===== src/rtl/tocl_defines.svh =====
/*
 * Constants for the threshold output control block: timing, drive and base-value encodings.
 * Assumes inclusion by bare name from every file that needs them.
 */
`ifndef TOCL_DEFINES_SVH
`define TOCL_DEFINES_SVH

// ----------------------------------------------------------------------------
// timing
// ----------------------------------------------------------------------------
`define TOCL_CLK_PERIOD_NS 4
`define TOCL_US_NS         1000
`define TOCL_US_CYCLES     (`TOCL_US_NS / `TOCL_CLK_PERIOD_NS)
`define TOCL_DUR_MAX_US    24000
`define TOCL_TS_W          64

// ----------------------------------------------------------------------------
// encodings
// ----------------------------------------------------------------------------
`define TOCL_DRIVE_PUSHPULL 1'b0
`define TOCL_DRIVE_PUSHTRI  1'b1
`define TOCL_BASE_COUNTER   1'b0
`define TOCL_BASE_FREQ      1'b1
`define TOCL_FREQ_CAMS      2
`define TOCL_FREQ_ON_LEVEL  1'b1
`define TOCL_FREQ_OFF_LEVEL 1'b0

`endif


===== src/rtl/tocl_pkg.sv =====
/*
 * Types shared by the threshold output control block.
 * Assumes nothing of its surroundings.
 */
package tocl_pkg;

    typedef enum logic [1:0] {
        CH_WAIT,
        CH_RUN,
        CH_HOLD,
        CH_FAULT
    } tocl_chan_state_t;

endpackage : tocl_pkg


===== src/rtl/tocl_top.sv =====
/*
 * Threshold output control: two independent switched outputs, set directly from process
 * data or automatically from counter or frequency thresholds, with timestamps and a
 * bus-fault fallback.
 * Assumes counter, frequency and process data come from logic on clk; the bus-fault
 * indication arrives asynchronously and is synchronised here.
 */
//
// Contract
// - two outputs, index 0 and 1, each with fully separate configuration and logic.
// - drive setting 0 drives high for TRUE and low for FALSE.
// - drive setting 1 drives high for TRUE, high impedance for FALSE.
// - with automatic switching off, the output follows the host-requested level.
// - counter mode compares against up to eight thresholds and switches on reaching one.
// - each counter threshold carries its own target level.
// - each counter threshold carries a duration for holding its level.
// - a timestamp is captured and reported whenever a threshold switches the output.
// - frequency mode uses at most two thresholds against the measured frequency.
// - frequency mode: first threshold gives TRUE, second gives FALSE, fixed.
// - frequency mode has no timed hold; level stays until another threshold.
// - each output has a fallback enable deciding behaviour on a bus fault.
// - bus fault with fallback enabled and level TRUE switches the output on; in CH_WAIT, before the first frame, the fault is ignored.
// - bus fault with fallback enabled and level FALSE switches the output off.
// - bus fault with fallback disabled keeps the present level, ignores fallback level.
// - control values enter per output; feedback and status return on separate ports.
// - host supplies thresholds; device switches on its own, independent of host cycle.
// - automatic switching enabled means direct level requests are ignored.
// - with automatic switching off, a tristate request places output in high impedance whatever the requested level.
// - duration limited to 24000 us; zero holds level until the next threshold.
// - each reported threshold timestamp is 64 bits wide.
`timescale 1ns/100ps
`default_nettype none

`include "tocl_defines.svh"

module tocl_top #(
    parameter int NUM_CAMS = 8,
    parameter int VAL_W    = 32,
    parameter int DUR_W    = 15,
    parameter int CNT_W    = 4
) (
    input  wire logic                            clk,
    input  wire logic                            rstn,
    // measured values
    input  wire logic [VAL_W-1:0]                counterValue,
    input  wire logic [VAL_W-1:0]                freqValue,
    input  wire logic                            busFaultPin,

    // process data, one bit or field per output; pdValid is one bit for both
    input  wire logic                            pdValid,
    input  wire logic [1:0]                      setLevel,
    input  wire logic [1:0]                      setTristate,
    input  wire logic [1:0]                      autoEnable,
    input  wire logic [2*NUM_CAMS*VAL_W-1:0]     thrValue,
    input  wire logic [2*NUM_CAMS-1:0]           thrLevel,
    input  wire logic [2*NUM_CAMS*DUR_W-1:0]     thrDuration,
    input  wire logic [2*CNT_W-1:0]              active_cam_count,

    // configuration, one bit or field per output
    input  wire logic [1:0]                      driveMode,
    input  wire logic [1:0]                      baseMode,
    input  wire logic [1:0]                      disableCw,
    input  wire logic [1:0]                      disableCcw,
    input  wire logic [1:0]                      bus_fault_fallback_enable,
    input  wire logic [1:0]                      bus_fault_fallback_level,

    // pins and status
    output var  logic [1:0]                      outPin,
    output var  logic [1:0]                      outPinOe,
    output var  logic [1:0]                      outFeedback,
    output var  logic [1:0]                      outFault,
    output var  logic [1:0]                      tsStrobe,
    output var  logic [2*`TOCL_TS_W-1:0]         timestamp
);
    import tocl_pkg::*;

    localparam int IDX_W = (NUM_CAMS > 1) ? $clog2(NUM_CAMS) : 1;
    localparam logic [DUR_W-1:0] DUR_MAX = DUR_W'(`TOCL_DUR_MAX_US);

    // ------------------------------------------------------------------------
    // helpers
    // ------------------------------------------------------------------------
    // bit 1: reached moving up (cw), bit 0: reached moving down (ccw)
    function automatic logic [1:0] crossed(input logic [VAL_W-1:0] prev,
                                           input logic [VAL_W-1:0] cur,
                                           input logic [VAL_W-1:0] thr);
        crossed = {(prev < thr) && (cur >= thr), (prev > thr) && (cur <= thr)};
    endfunction : crossed

    function automatic logic [DUR_W-1:0] clampDur(input logic [DUR_W-1:0] d);
        clampDur = (d > DUR_MAX) ? DUR_MAX : d;
    endfunction : clampDur

    // ------------------------------------------------------------------------
    // shared time base and fault synchroniser
    // ------------------------------------------------------------------------
    logic                  usTick;
    logic [`TOCL_TS_W-1:0] nowNs;
    logic                  busFault;

    tocl_timebase u_timebase (
        .clk    (clk),
        .rstn   (rstn),
        .usTick (usTick),
        .nowNs  (nowNs)
    );

    tocl_sync #(.WIDTH(1)) u_fault_sync (
        .clk  (clk),
        .rstn (rstn),
        .din  (busFaultPin),
        .dout (busFault)
    );

    // ------------------------------------------------------------------------
    // per-output switching channel
    // ------------------------------------------------------------------------
    for (genvar g = 0; g < 2; g++) begin : g_chan
        tocl_chan_state_t      state;
        tocl_chan_state_t      next_state;
        logic                  level;
        logic                  next_level;
        logic                  triOn;
        logic                  next_tri;

        logic [DUR_W-1:0]      timer;
        logic [DUR_W-1:0]      next_timer;
        logic [VAL_W-1:0]      prevValue;
        logic [VAL_W-1:0]      curValue;
        logic                  hit;
        logic [IDX_W-1:0]      hitIdx;
        logic [CNT_W-1:0]      camLimit;
        logic [CNT_W-1:0]      camCount;

        logic                  next_pin;
        logic                  next_oe;
        logic                  next_strobe;
        logic [`TOCL_TS_W-1:0] stamp;
        logic [`TOCL_TS_W-1:0] next_stamp;
        logic [DUR_W-1:0]      hitDur;

        assign camCount = active_cam_count[g*CNT_W +: CNT_W];

        // ------------------------------------------------------------
        // threshold detection
        // ------------------------------------------------------------
        // the lowest reached index wins when several are passed at once
        always_comb begin
            logic [1:0] dir;
            dir      = 2'b00;
            hit      = 1'b0;
            hitIdx   = '0;
            curValue = (baseMode[g] == `TOCL_BASE_FREQ) ? freqValue : counterValue;
            if (baseMode[g] == `TOCL_BASE_FREQ) begin
                camLimit = (camCount > CNT_W'(`TOCL_FREQ_CAMS)) ? CNT_W'(`TOCL_FREQ_CAMS) : camCount;
            end else begin
                camLimit = (camCount > CNT_W'(NUM_CAMS)) ? CNT_W'(NUM_CAMS) : camCount;
            end

            for (int i = NUM_CAMS - 1; i >= 0; i--) begin
                dir = crossed(prevValue, curValue, thrValue[(g*NUM_CAMS+i)*VAL_W +: VAL_W]);
                // counting-direction masks apply to counter mode only
                if (baseMode[g] == `TOCL_BASE_COUNTER) begin
                    dir = dir & {~disableCw[g], ~disableCcw[g]};
                end
                if ((CNT_W'(i) < camLimit) && (dir != 2'b00)) begin
                    hit    = 1'b1;
                    hitIdx = IDX_W'(i);
                end
            end

            hitDur = clampDur(thrDuration[(g*NUM_CAMS+int'(hitIdx))*DUR_W +: DUR_W]);
        end

        // ------------------------------------------------------------
        // channel state and output level
        // ------------------------------------------------------------
        always_comb begin
            next_state  = state;
            next_level  = level;
            next_tri    = triOn;
            next_timer  = timer;
            next_stamp  = stamp;
            next_strobe = 1'b0;
            case (state)
                CH_WAIT: begin
                    // outputs stay inactive until the host has sent valid data
                    next_level = 1'b0;
                    next_tri   = 1'b0;
                    if (pdValid) begin
                        next_state = CH_RUN;
                    end
                end

                CH_RUN, CH_HOLD: begin
                    if (busFault) begin
                        next_state = CH_FAULT;
                        if (bus_fault_fallback_enable[g]) begin
                            next_level = bus_fault_fallback_level[g];
                            next_tri   = 1'b0;
                        end
                        // otherwise level and tristate are simply kept
                    end else if (!autoEnable[g]) begin
                        next_state = CH_RUN;
                        next_level = setLevel[g];
                        next_tri   = setTristate[g];
                    end else begin
                        // direct requests are ignored while switching is automatic
                        next_tri = 1'b0;
                        if (hit) begin
                            next_strobe = 1'b1;
                            next_stamp  = nowNs;
                            if (baseMode[g] == `TOCL_BASE_FREQ) begin
                                next_level = (hitIdx == '0) ? `TOCL_FREQ_ON_LEVEL : `TOCL_FREQ_OFF_LEVEL;
                                next_state = CH_RUN;
                            end else begin
                                next_level = thrLevel[g*NUM_CAMS+int'(hitIdx)];
                                if (hitDur != '0) begin
                                    next_timer = hitDur;
                                    next_state = CH_HOLD;
                                end else begin
                                    next_state = CH_RUN;
                                end
                            end
                        end else if ((state == CH_HOLD) && usTick) begin
                            // a timed cam ends by returning to the opposite level
                            if (timer <= DUR_W'(1)) begin
                                next_timer = '0;
                                next_level = ~level;
                                next_state = CH_RUN;
                            end else begin
                                next_timer = timer - DUR_W'(1);
                            end
                        end
                    end
                end

                CH_FAULT: begin
                    // level is frozen for the whole fault; control resumes once it clears
                    if (!busFault) begin
                        next_state = CH_RUN;
                    end
                end

                default: begin
                    next_state = CH_WAIT;
                end
            endcase
        end

        // ------------------------------------------------------------
        // pin drive from level, tristate request and drive characteristic
        // ------------------------------------------------------------
        always_comb begin
            next_pin = next_level & ~next_tri;
            if (next_tri) begin
                next_oe = 1'b0;
            end else if (driveMode[g] == `TOCL_DRIVE_PUSHTRI) begin
                next_oe = next_level;
            end else begin
                next_oe = 1'b1;
            end
        end

        // ------------------------------------------------------------
        // registers
        // ------------------------------------------------------------
        always_ff @(posedge clk or negedge rstn) begin
            if (!rstn) begin
                state          <= CH_WAIT;
                level          <= 1'b0;
                triOn          <= 1'b0;
                timer          <= '0;
                prevValue      <= '0;
                stamp          <= '0;

                outPin[g]      <= 1'b0;
                outPinOe[g]    <= 1'b0;
                outFeedback[g] <= 1'b0;
                outFault[g]    <= 1'b0;
                tsStrobe[g]    <= 1'b0;
                timestamp[g*`TOCL_TS_W +: `TOCL_TS_W] <= '0;
            end else begin
                state          <= next_state;
                level          <= next_level;
                triOn          <= next_tri;
                timer          <= next_timer;
                prevValue      <= curValue;
                stamp          <= next_stamp;

                outPin[g]      <= next_pin;
                outPinOe[g]    <= next_oe;
                outFeedback[g] <= next_level;
                outFault[g]    <= (next_state == CH_FAULT);
                tsStrobe[g]    <= next_strobe;
                timestamp[g*`TOCL_TS_W +: `TOCL_TS_W] <= next_stamp;
            end
        end
    end

endmodule : tocl_top

`default_nettype wire


===== src/rtl/tocl_sync.sv =====
/*
 * Two-flop synchroniser for levels arriving from outside the clock domain.
 * Assumes the input is a slow level; pulses shorter than one cycle may be lost.
 */
`timescale 1ns/100ps
`default_nettype none

module tocl_sync #(
    parameter int WIDTH = 1
) (
    input  wire logic             clk,
    input  wire logic             rstn,
    input  wire logic [WIDTH-1:0] din,
    output var  logic [WIDTH-1:0] dout
);
    logic [WIDTH-1:0] meta;

    always_ff @(posedge clk or negedge rstn) begin
        if (!rstn) begin
            meta <= '0;
            dout <= '0;
        end else begin
            meta <= din;
            dout <= meta;
        end
    end

endmodule : tocl_sync

`default_nettype wire


===== src/rtl/tocl_timebase.sv =====
/*
 * Local time base: a one-cycle microsecond enable and a free-running nanosecond timestamp.
 * Assumes clk runs at the period given in the defines header.
 */
`timescale 1ns/100ps
`default_nettype none

`include "tocl_defines.svh"

module tocl_timebase (
    input  wire logic                  clk,
    input  wire logic                  rstn,
    output var  logic                  usTick,
    output var  logic [`TOCL_TS_W-1:0] nowNs
);
    localparam logic [15:0] US_LAST = 16'(`TOCL_US_CYCLES - 1);

    logic [15:0]           divCount;
    logic [15:0]           next_divCount;
    logic                  next_usTick;
    logic [`TOCL_TS_W-1:0] next_nowNs;

    always_comb begin
        next_usTick   = (divCount == US_LAST);
        next_divCount = next_usTick ? 16'h0000 : divCount + 16'h0001;
        next_nowNs    = nowNs + `TOCL_TS_W'(`TOCL_CLK_PERIOD_NS);
    end

    always_ff @(posedge clk or negedge rstn) begin
        if (!rstn) begin
            divCount <= 16'h0000;
            usTick   <= 1'b0;
            nowNs    <= '0;
        end else begin
            divCount <= next_divCount;
            usTick   <= next_usTick;
            nowNs    <= next_nowNs;
        end
    end

endmodule : tocl_timebase

`default_nettype wire


===== config.mk =====
export PLATFORM = sky130hd
export DESIGN_NAME = tocl_top
export DESIGN_NICKNAME = d
export VERILOG_FILES = /design/src/rtl/tocl_pkg.sv /design/src/rtl/tocl_top.sv /design/src/rtl/tocl_sync.sv /design/src/rtl/tocl_timebase.sv
export VERILOG_INCLUDE_DIRS = /design/src /design/src/rtl
export SDC_FILE = /design/constraint.sdc
export NUM_CORES = 2
export LEC_CHECK = 0
export BUFFER_PORTS_ARGS = -buffer_cell sky130_fd_sc_hd__buf_4
export CAP_MARGIN = 20
export CORE_AREA = 3 3 390 392
export CTS_CLUSTER_DIAMETER = 80
export DETAILED_ROUTE_END_ITERATION = 10
export DIE_AREA = 0 0 393 395
export PLACE_DENSITY = 0.62
export SLEW_MARGIN = 25
export SYNTH_ARGS = -nofsm -noshare
export SYNTH_HDL_FRONTEND = slang
export SYNTH_SLANG_ARGS = --single-unit

===== constraint.sdc =====
create_clock -name clk -period 10.8 [get_ports clk]
set_input_delay 2.16 -clock clk [delete_from_list [all_inputs] [get_ports clk]]
set_output_delay 2.16 -clock clk [all_outputs]
set_load 0.02 [all_outputs]

# Yosys cells after proc, flatten, opt, wreduce, memory -nomap -nowiden
# Index checks and enable logic that the tools add are counted.
[totals]
inputBits = 862
wordCells = 376
regBits = 321
output_inout_bits = 138
[classes]
reduce_logical = 80
muxes = 132
eq_ne = 13
n_addsub = 5
order_cmp = 90
shifts = 2
bitwise_logic = 27
multipliers = 2
[ops]
columns = ["cell", "count"]
rows = [
  ["$ge A32 B32 Y1", 16],
  ["$gt A32 B32 Y1", 16],
  ["$le A32 B32 Y1", 16],
  ["$lt A32 B32 Y1", 16],
  ["$shiftx A240 B32 Y15", 1],
  ["$shiftx A240 B8 Y15", 1],
  ["$mux W15", 12],
  ["$mux W2", 34],
  ["$add A64 B3 Y64 const B", 1],
  ["$mux W32", 2],
  ["$mux W1", 53],
  ["$logic_and A1 B1 Y1", 50],
  ["$mux W3", 16],
  ["$reduce_bool A2 Y1", 18],
  ["$and A2 B2 Y2", 16],
  ["$lt A3 B4 Y1 const A", 8],
  ["$mul A32 B5 Y32 const B", 1],
  ["$gt A15 B15 Y1 const B", 2],
  ["$le A15 B1 Y1 const B", 2],
  ["$reduce_bool A15 Y1", 2],
  ["$sub A15 B1 Y15 const B", 2],
  ["$mux W4", 6],
  ["$add A16 B1 Y16 const B", 1],
  ["$eq A16 B8 Y1 const B", 1],
  ["24 further kinds", 58],
]

# Depth between registers and ports, before layout
[logic_depth]
depth_word = 28
mapped_depth = 45
ltp_nobuf = 35

# Cells and area by module
# A second synthesis with hierarchy kept.
[unflattened]
cells_unflattened = 6478
area_unflattened_um2 = 53014.6
[by_module_without_submodules]
columns = ["mod", "seq_area_each_um2", "n_inst", "cells_per_inst", "area_per_inst_um2"]
rows = [
  ["tocl_top", 5955.7, 1, 6156, 49369.8],
  ["tocl_timebase", 1976.9, 1, 320, 3594.7],
  ["tocl_sync", 50.0, 1, 2, 50.0],
]

# Worst setup path before layout
# OpenSTA, ideal clock, no wires.
[synth_timing]
kind = "input-to-reg"
startpoint = "input baseMode[1]"
endpoint = "register g_chan[1].timer[2]"
required_ns = 10.696
n_path_buf = 14
setup_time_ns = 0.104
arrival_ns = 11.598
stages = 41
path_slack_ns = -0.902
path_cell_list = "clkbuf_1 > buf_1 > clkbuf_1 > mux2_2 > ha_1 > a21oi_1 > nor2_1 > a2111oi_0 > a221oi_1 > a2111oi_1 > a31oi_1 > mux2i_1 > a21oi_2 > o21ai_2 > inv_2 > buf_6 > buf_4 > buf_4 > [5 not listed] > clkbuf_1 > xnor2_1 > ha_1 > clkbuf_1 > clkinv_1 > clkbuf_1 > clkbuf_1 > buf_1 > nor2_1 > nand3_1 > nand4_1 > a311oi_1 > a41oi_1 > a22o_1 > or4_1 > o21ba_4 > or4_1 > o311ai_1"
[synth_between]
elab_chain_len = 23
elab_cells_between_ends = 103
classes_between = "1 x add/sub; 1 x mul; 25 x order compare; 2 x eq/ne; 1 x shift; 30 x mux; 8 x bitwise; 35 x reduce/logical"
[synth_rtl]
columns = ["element", "line", "source"]
rows = [
  ["start: declaration", "tocl_top.sv:61", "input wire logic [1:0] baseMode,"],
  ["$mux W32 *", "tocl_top.sv:153", "curValue = (baseMode[g] == `TOCL_BASE_FREQ) ? freqValue : counterValue;"],
  ["named net g_chan[1].curValue[9]", "tocl_top.sv:129", "logic [VAL_W-1:0] curValue;"],
  ["$le A32 B32 Y1 / $ge A32 B32 Y1 (equally long branches)", "tocl_top.sv:87", "crossed = {(prev < thr) && (cur >= thr), (prev > thr) && (cur <= thr)};"],
  ["$logic_and A1 B1 Y1", "tocl_top.sv:87", ""],
  ["$and A2 B2 Y2", "tocl_top.sv:164", "dir = dir & {~disableCw[g], ~disableCcw[g]};"],
  ["$mux W2", "tocl_top.sv:163", "if (baseMode[g] == `TOCL_BASE_COUNTER) begin"],
  ["$reduce_bool A2 Y1", "tocl_top.sv:166", "if ((CNT_W'(i) < camLimit) && (dir != 2'b00)) begin"],
  ["$logic_and A1 B1 Y1", "tocl_top.sv:166", ""],
  ["$mux W3 (8 in a row)", "tocl_top.sv:166", ""],
  ["$add A4 B3 Y5", "tocl_top.sv:172", "hitDur = clampDur(thrDuration[(g*NUM_CAMS+int'(hitIdx))*DUR_W +: DUR_W]);"],
  ["$mul A32 B5 Y32", "tocl_top.sv:172", ""],
  ["$shiftx A240 B32 Y15", "tocl_top.sv:172", ""],
  ["$gt A15 B15 Y1", "tocl_top.sv:91", "clampDur = (d > DUR_MAX) ? DUR_MAX : d;"],
  ["$mux W15", "tocl_top.sv:91", ""],
  ["$reduce_bool A15 Y1 / $mux W15 (equally long branches)", "tocl_top.sv:218", "if (hitDur != '0) begin"],
  ["$ne A2 B1 Y1 (no source line) / $mux W15 (equally long branches)", "--", ""],
  ["$reduce_and A6 Y1 (no source line) / $mux W15 (equally long branches)", "--", ""],
  ["end signal: assignment", "tocl_top.sv:287", "timer <= next_timer;"],
  ["end: declaration", "tocl_top.sv:126", "logic [DUR_W-1:0] timer;"],
]
# Mark *: on every way through the listed nets, which the timed path passes. The rest lies on a longest branch. The select of a mux whose other input is x is not followed.
# A chain may end at the register's enable or synchronous reset.

# Final worst setup path
[layout_timing]
startpoint = "input baseMode[1]"
endpoint = "register g_chan[1].timer[12]"
# Same word-level chain as after synthesis.

==> results.ini <==
[run_status]
status=finished, final reports clean

[clocking]
cts_setup_buffers=0
htreeDepth=2
cts_max_path_buffers=3
ctsRootBufferMaster=clkbuf_16
cts_resized=0
clkTransAtPathRegs_ps=60
numCtsBuffers=46
insertion_delay_ps=640
ctsHoldBuffers=0
cts_tree=yes
cts_sinks=315

[logic_synthesis]
synthFlopType=dfrtp_1
synthArstFlopShare_pct=100.0
synth_edf_count=0
seq_area_frac_synth_pct=14.83
yosysTopAreaCell=ha_1
syn_avg_cell_area_um2=8.319
synth_cell_types=108
synth_area_leaders=ha_1 25%, dfrtp_1 15%, mux4_2 5.2%
netlist.area_leader.share_pct=24.69
yosys_warnings=0
synth_area_um2=53160
syn_inst=6390
yosys_register_bits=315

[final_layout]
final_cell_area_um2=67510
final_common_cell=buf_4
final_cell_mix=1,433 x buf_4, 1,046 x ha_1, 592 x nand2_1, 582 x inv_1, 405 x a21oi_1
final_layout_size_suffix_gt1_share_pct=25.07
area_growth_syn_to_layout_pct=27.00
nets=9546

[routing]
drc=0
drtAntennaViolNets=0
wl_mm=331.5
vias=62397
dr.first_iter.drc_count=7373
routedWlPerCell_um=34.36
firstDrtPassIters=7
routed_via_density=6.467

[placed_design]
postPlaceCellArea_um2=65810
hpwl_mm=271.7
gp_congestion=1.104
io_buffers=995

[grt]
grt_max_degree=143
grt_antenna_before_repair=61
grt-ovfl-total=0
grt_usage_pct=40.84
grt_pass1_wl_mm=455.9
first_global_vias=60628

[floorplan]
dieWidth_um=393
coreArea_um2=149200
ios=1000
start_util_pct=35.62
die_area_um2=155200
rows=142
die-height_um=395

[sta]
hold_viol=0
setup_viol=0
worst_slew_pin_slew_ps=1152
rsz0062_at_grt=false
fin_crit_ps=10490
whs_ps=349.8
final.setup_skew_ps=41.20
max_freq_mhz=95.30
drv_slew=0
period_share_pct=97.15
slew_headroom_pct=23.23

[worst_setup_path]
end_kind=flip-flop
slowest_delay_ps=850
worstSetupStartpoint=baseMode[1]
worst-r2r-cell-count=32
reg2reg_slack_ps=1760
critPathMostFrequentCell=buf_4
timing.rr.start=g_chan[1].prevValue[7]
r2r_end=g_chan[1].timer[12]
cp-start-kind=primary input
critical_path.max_fanout=37
worstPathArrival_ps=11000
critPathKind=primary input to flip-flop
cp.required_ps=11300
slowest_stage=a2111oi_0
endpoint=g_chan[1].timer[12]

[job]
maxCapViolations=0

[power_and_ir_drop]
max-vdd-ir-drop_v=0.0002523
power.leakage_nw=34.03
p_per_area_nw_per_um2=219.6

[min_path]
hold_class=flip-flop to flip-flop

-- critical path: cells and delay by family --
kind                       cells  cell delay (ps)
and+or+nand+nor                6              930
xor gates and xnor gates       2              480
AOI/OAI and AO/OA             12             3650
buffers and inverters         10             1860
adders and majority gates      4             1390
muxes                          1              450
-- cells by family after synthesis --
kind of cell             Yosys count  share of synthesized area, %
AO/OA/AOI/OAI                   1752                         22.71
XOR/XNOR                          86                         1.417
adder cells (fa/ha/maj)         1051                         24.77
buffers and inverters            856                         6.478
flip-flops                       315                         14.83
multiplexers                     496                         12.67
other                              1                      0.007055
AND/OR/NAND/NOR                 1833                         17.12
-- worst min path at each step --
stage	from	to	slack [ps]	depth (start not counted)
floorplan	u_fault_sync.meta	u_fault_sync.dout	330	0
global placement	u_fault_sync.meta	u_fault_sync.dout	330	0
detailed placement	u_fault_sync.meta	u_fault_sync.dout	340	0
CTS	u_fault_sync.meta	u_fault_sync.dout	350	0
global route	u_fault_sync.meta	u_fault_sync.dout	350	0
finish	u_fault_sync.meta	u_fault_sync.dout	350	0
-- metrics by stage --
stage / std cells / power (mW) / setup TNS (ps) / worst slack, ps / utilization (%)
final: 9648 / 14.83 / 0 / 307.4 / 45.23
after global placement: 9528 / 12.63 / -1151 / -164.1 / 44.09
after detailed placement: 9528 / 12.59 / -1833 / -217.5 / 44.10
after global routing: 9626 / 15.17 / 0 / 120.9 / 45.20
after CTS: 9614 / 14.21 / 0 / 426.1 / 45.16
after floorplan: 6393 / 7.146 / 0 / 8.090 / -
-- cell usage after synthesis, types with 85 or more instances --
cell and n:
o211ai_1 94, mux2i_1 181, nor3_1 85, inv_1 584, mux4_2 122, nand2_1 593, mux2_2 185, ha_1 1049
o21a_1 92, nand3_1 177, a21oi_1 406, a21o_1 248, o21ai_0 234, clkbuf_1 158, nor2_1 293, nand4_1 261
dfrtp_1 315
-- final cells by class --
class / count / area [µm²]
clock inverters: 25 / 302.8
multi-input cells: 5222 / 42010
flip-flops and latches: 315 / 7883
repair buffers: 1461 / 11290
inverters: 587 / 2216
diodes: 33 / 82.58
well taps: 1944 / 2432
fillers: 14886 / 81740
clock buffers: 61 / 1287
-- metal layers --
layer / part of all wire, % / up-vias / GRT usage [%] / wire, µm
met5: 0.10 / - / 0 / 335
met4: 7.9 / 48 / 26.11 / 26250
met2: 41 / 4228 / 59.64 / 135900
met3: 12 / 1122 / 14.46 / 40880
met1: 39 / 30158 / 50.72 / 128100
li1: - / 26841 / - / -
-- power by group --
part,internal [mW],switching [mW]
clock network,0.906,0.656
registers,1.29,0.185
logic,4.50,7.29
-- flip-flops by register name, summed over array words and instances (netlist names), 2 cells and up --
| name | count |
|---|---|
| g_chan.triOn | 2 |
| g_chan.timer | 30 |
| outPinOe | 2 |
| u_timebase.nowNs | 62 |
| outFault | 2 |
| u_timebase.divCount | 16 |
| g_chan.level | 2 |
| g_chan.prevValue | 64 |
| g_chan.state | 4 |
| outPin | 2 |
| tsStrobe | 2 |
| g_chan.stamp | 124 |
(Power assumes the default switching activity.)
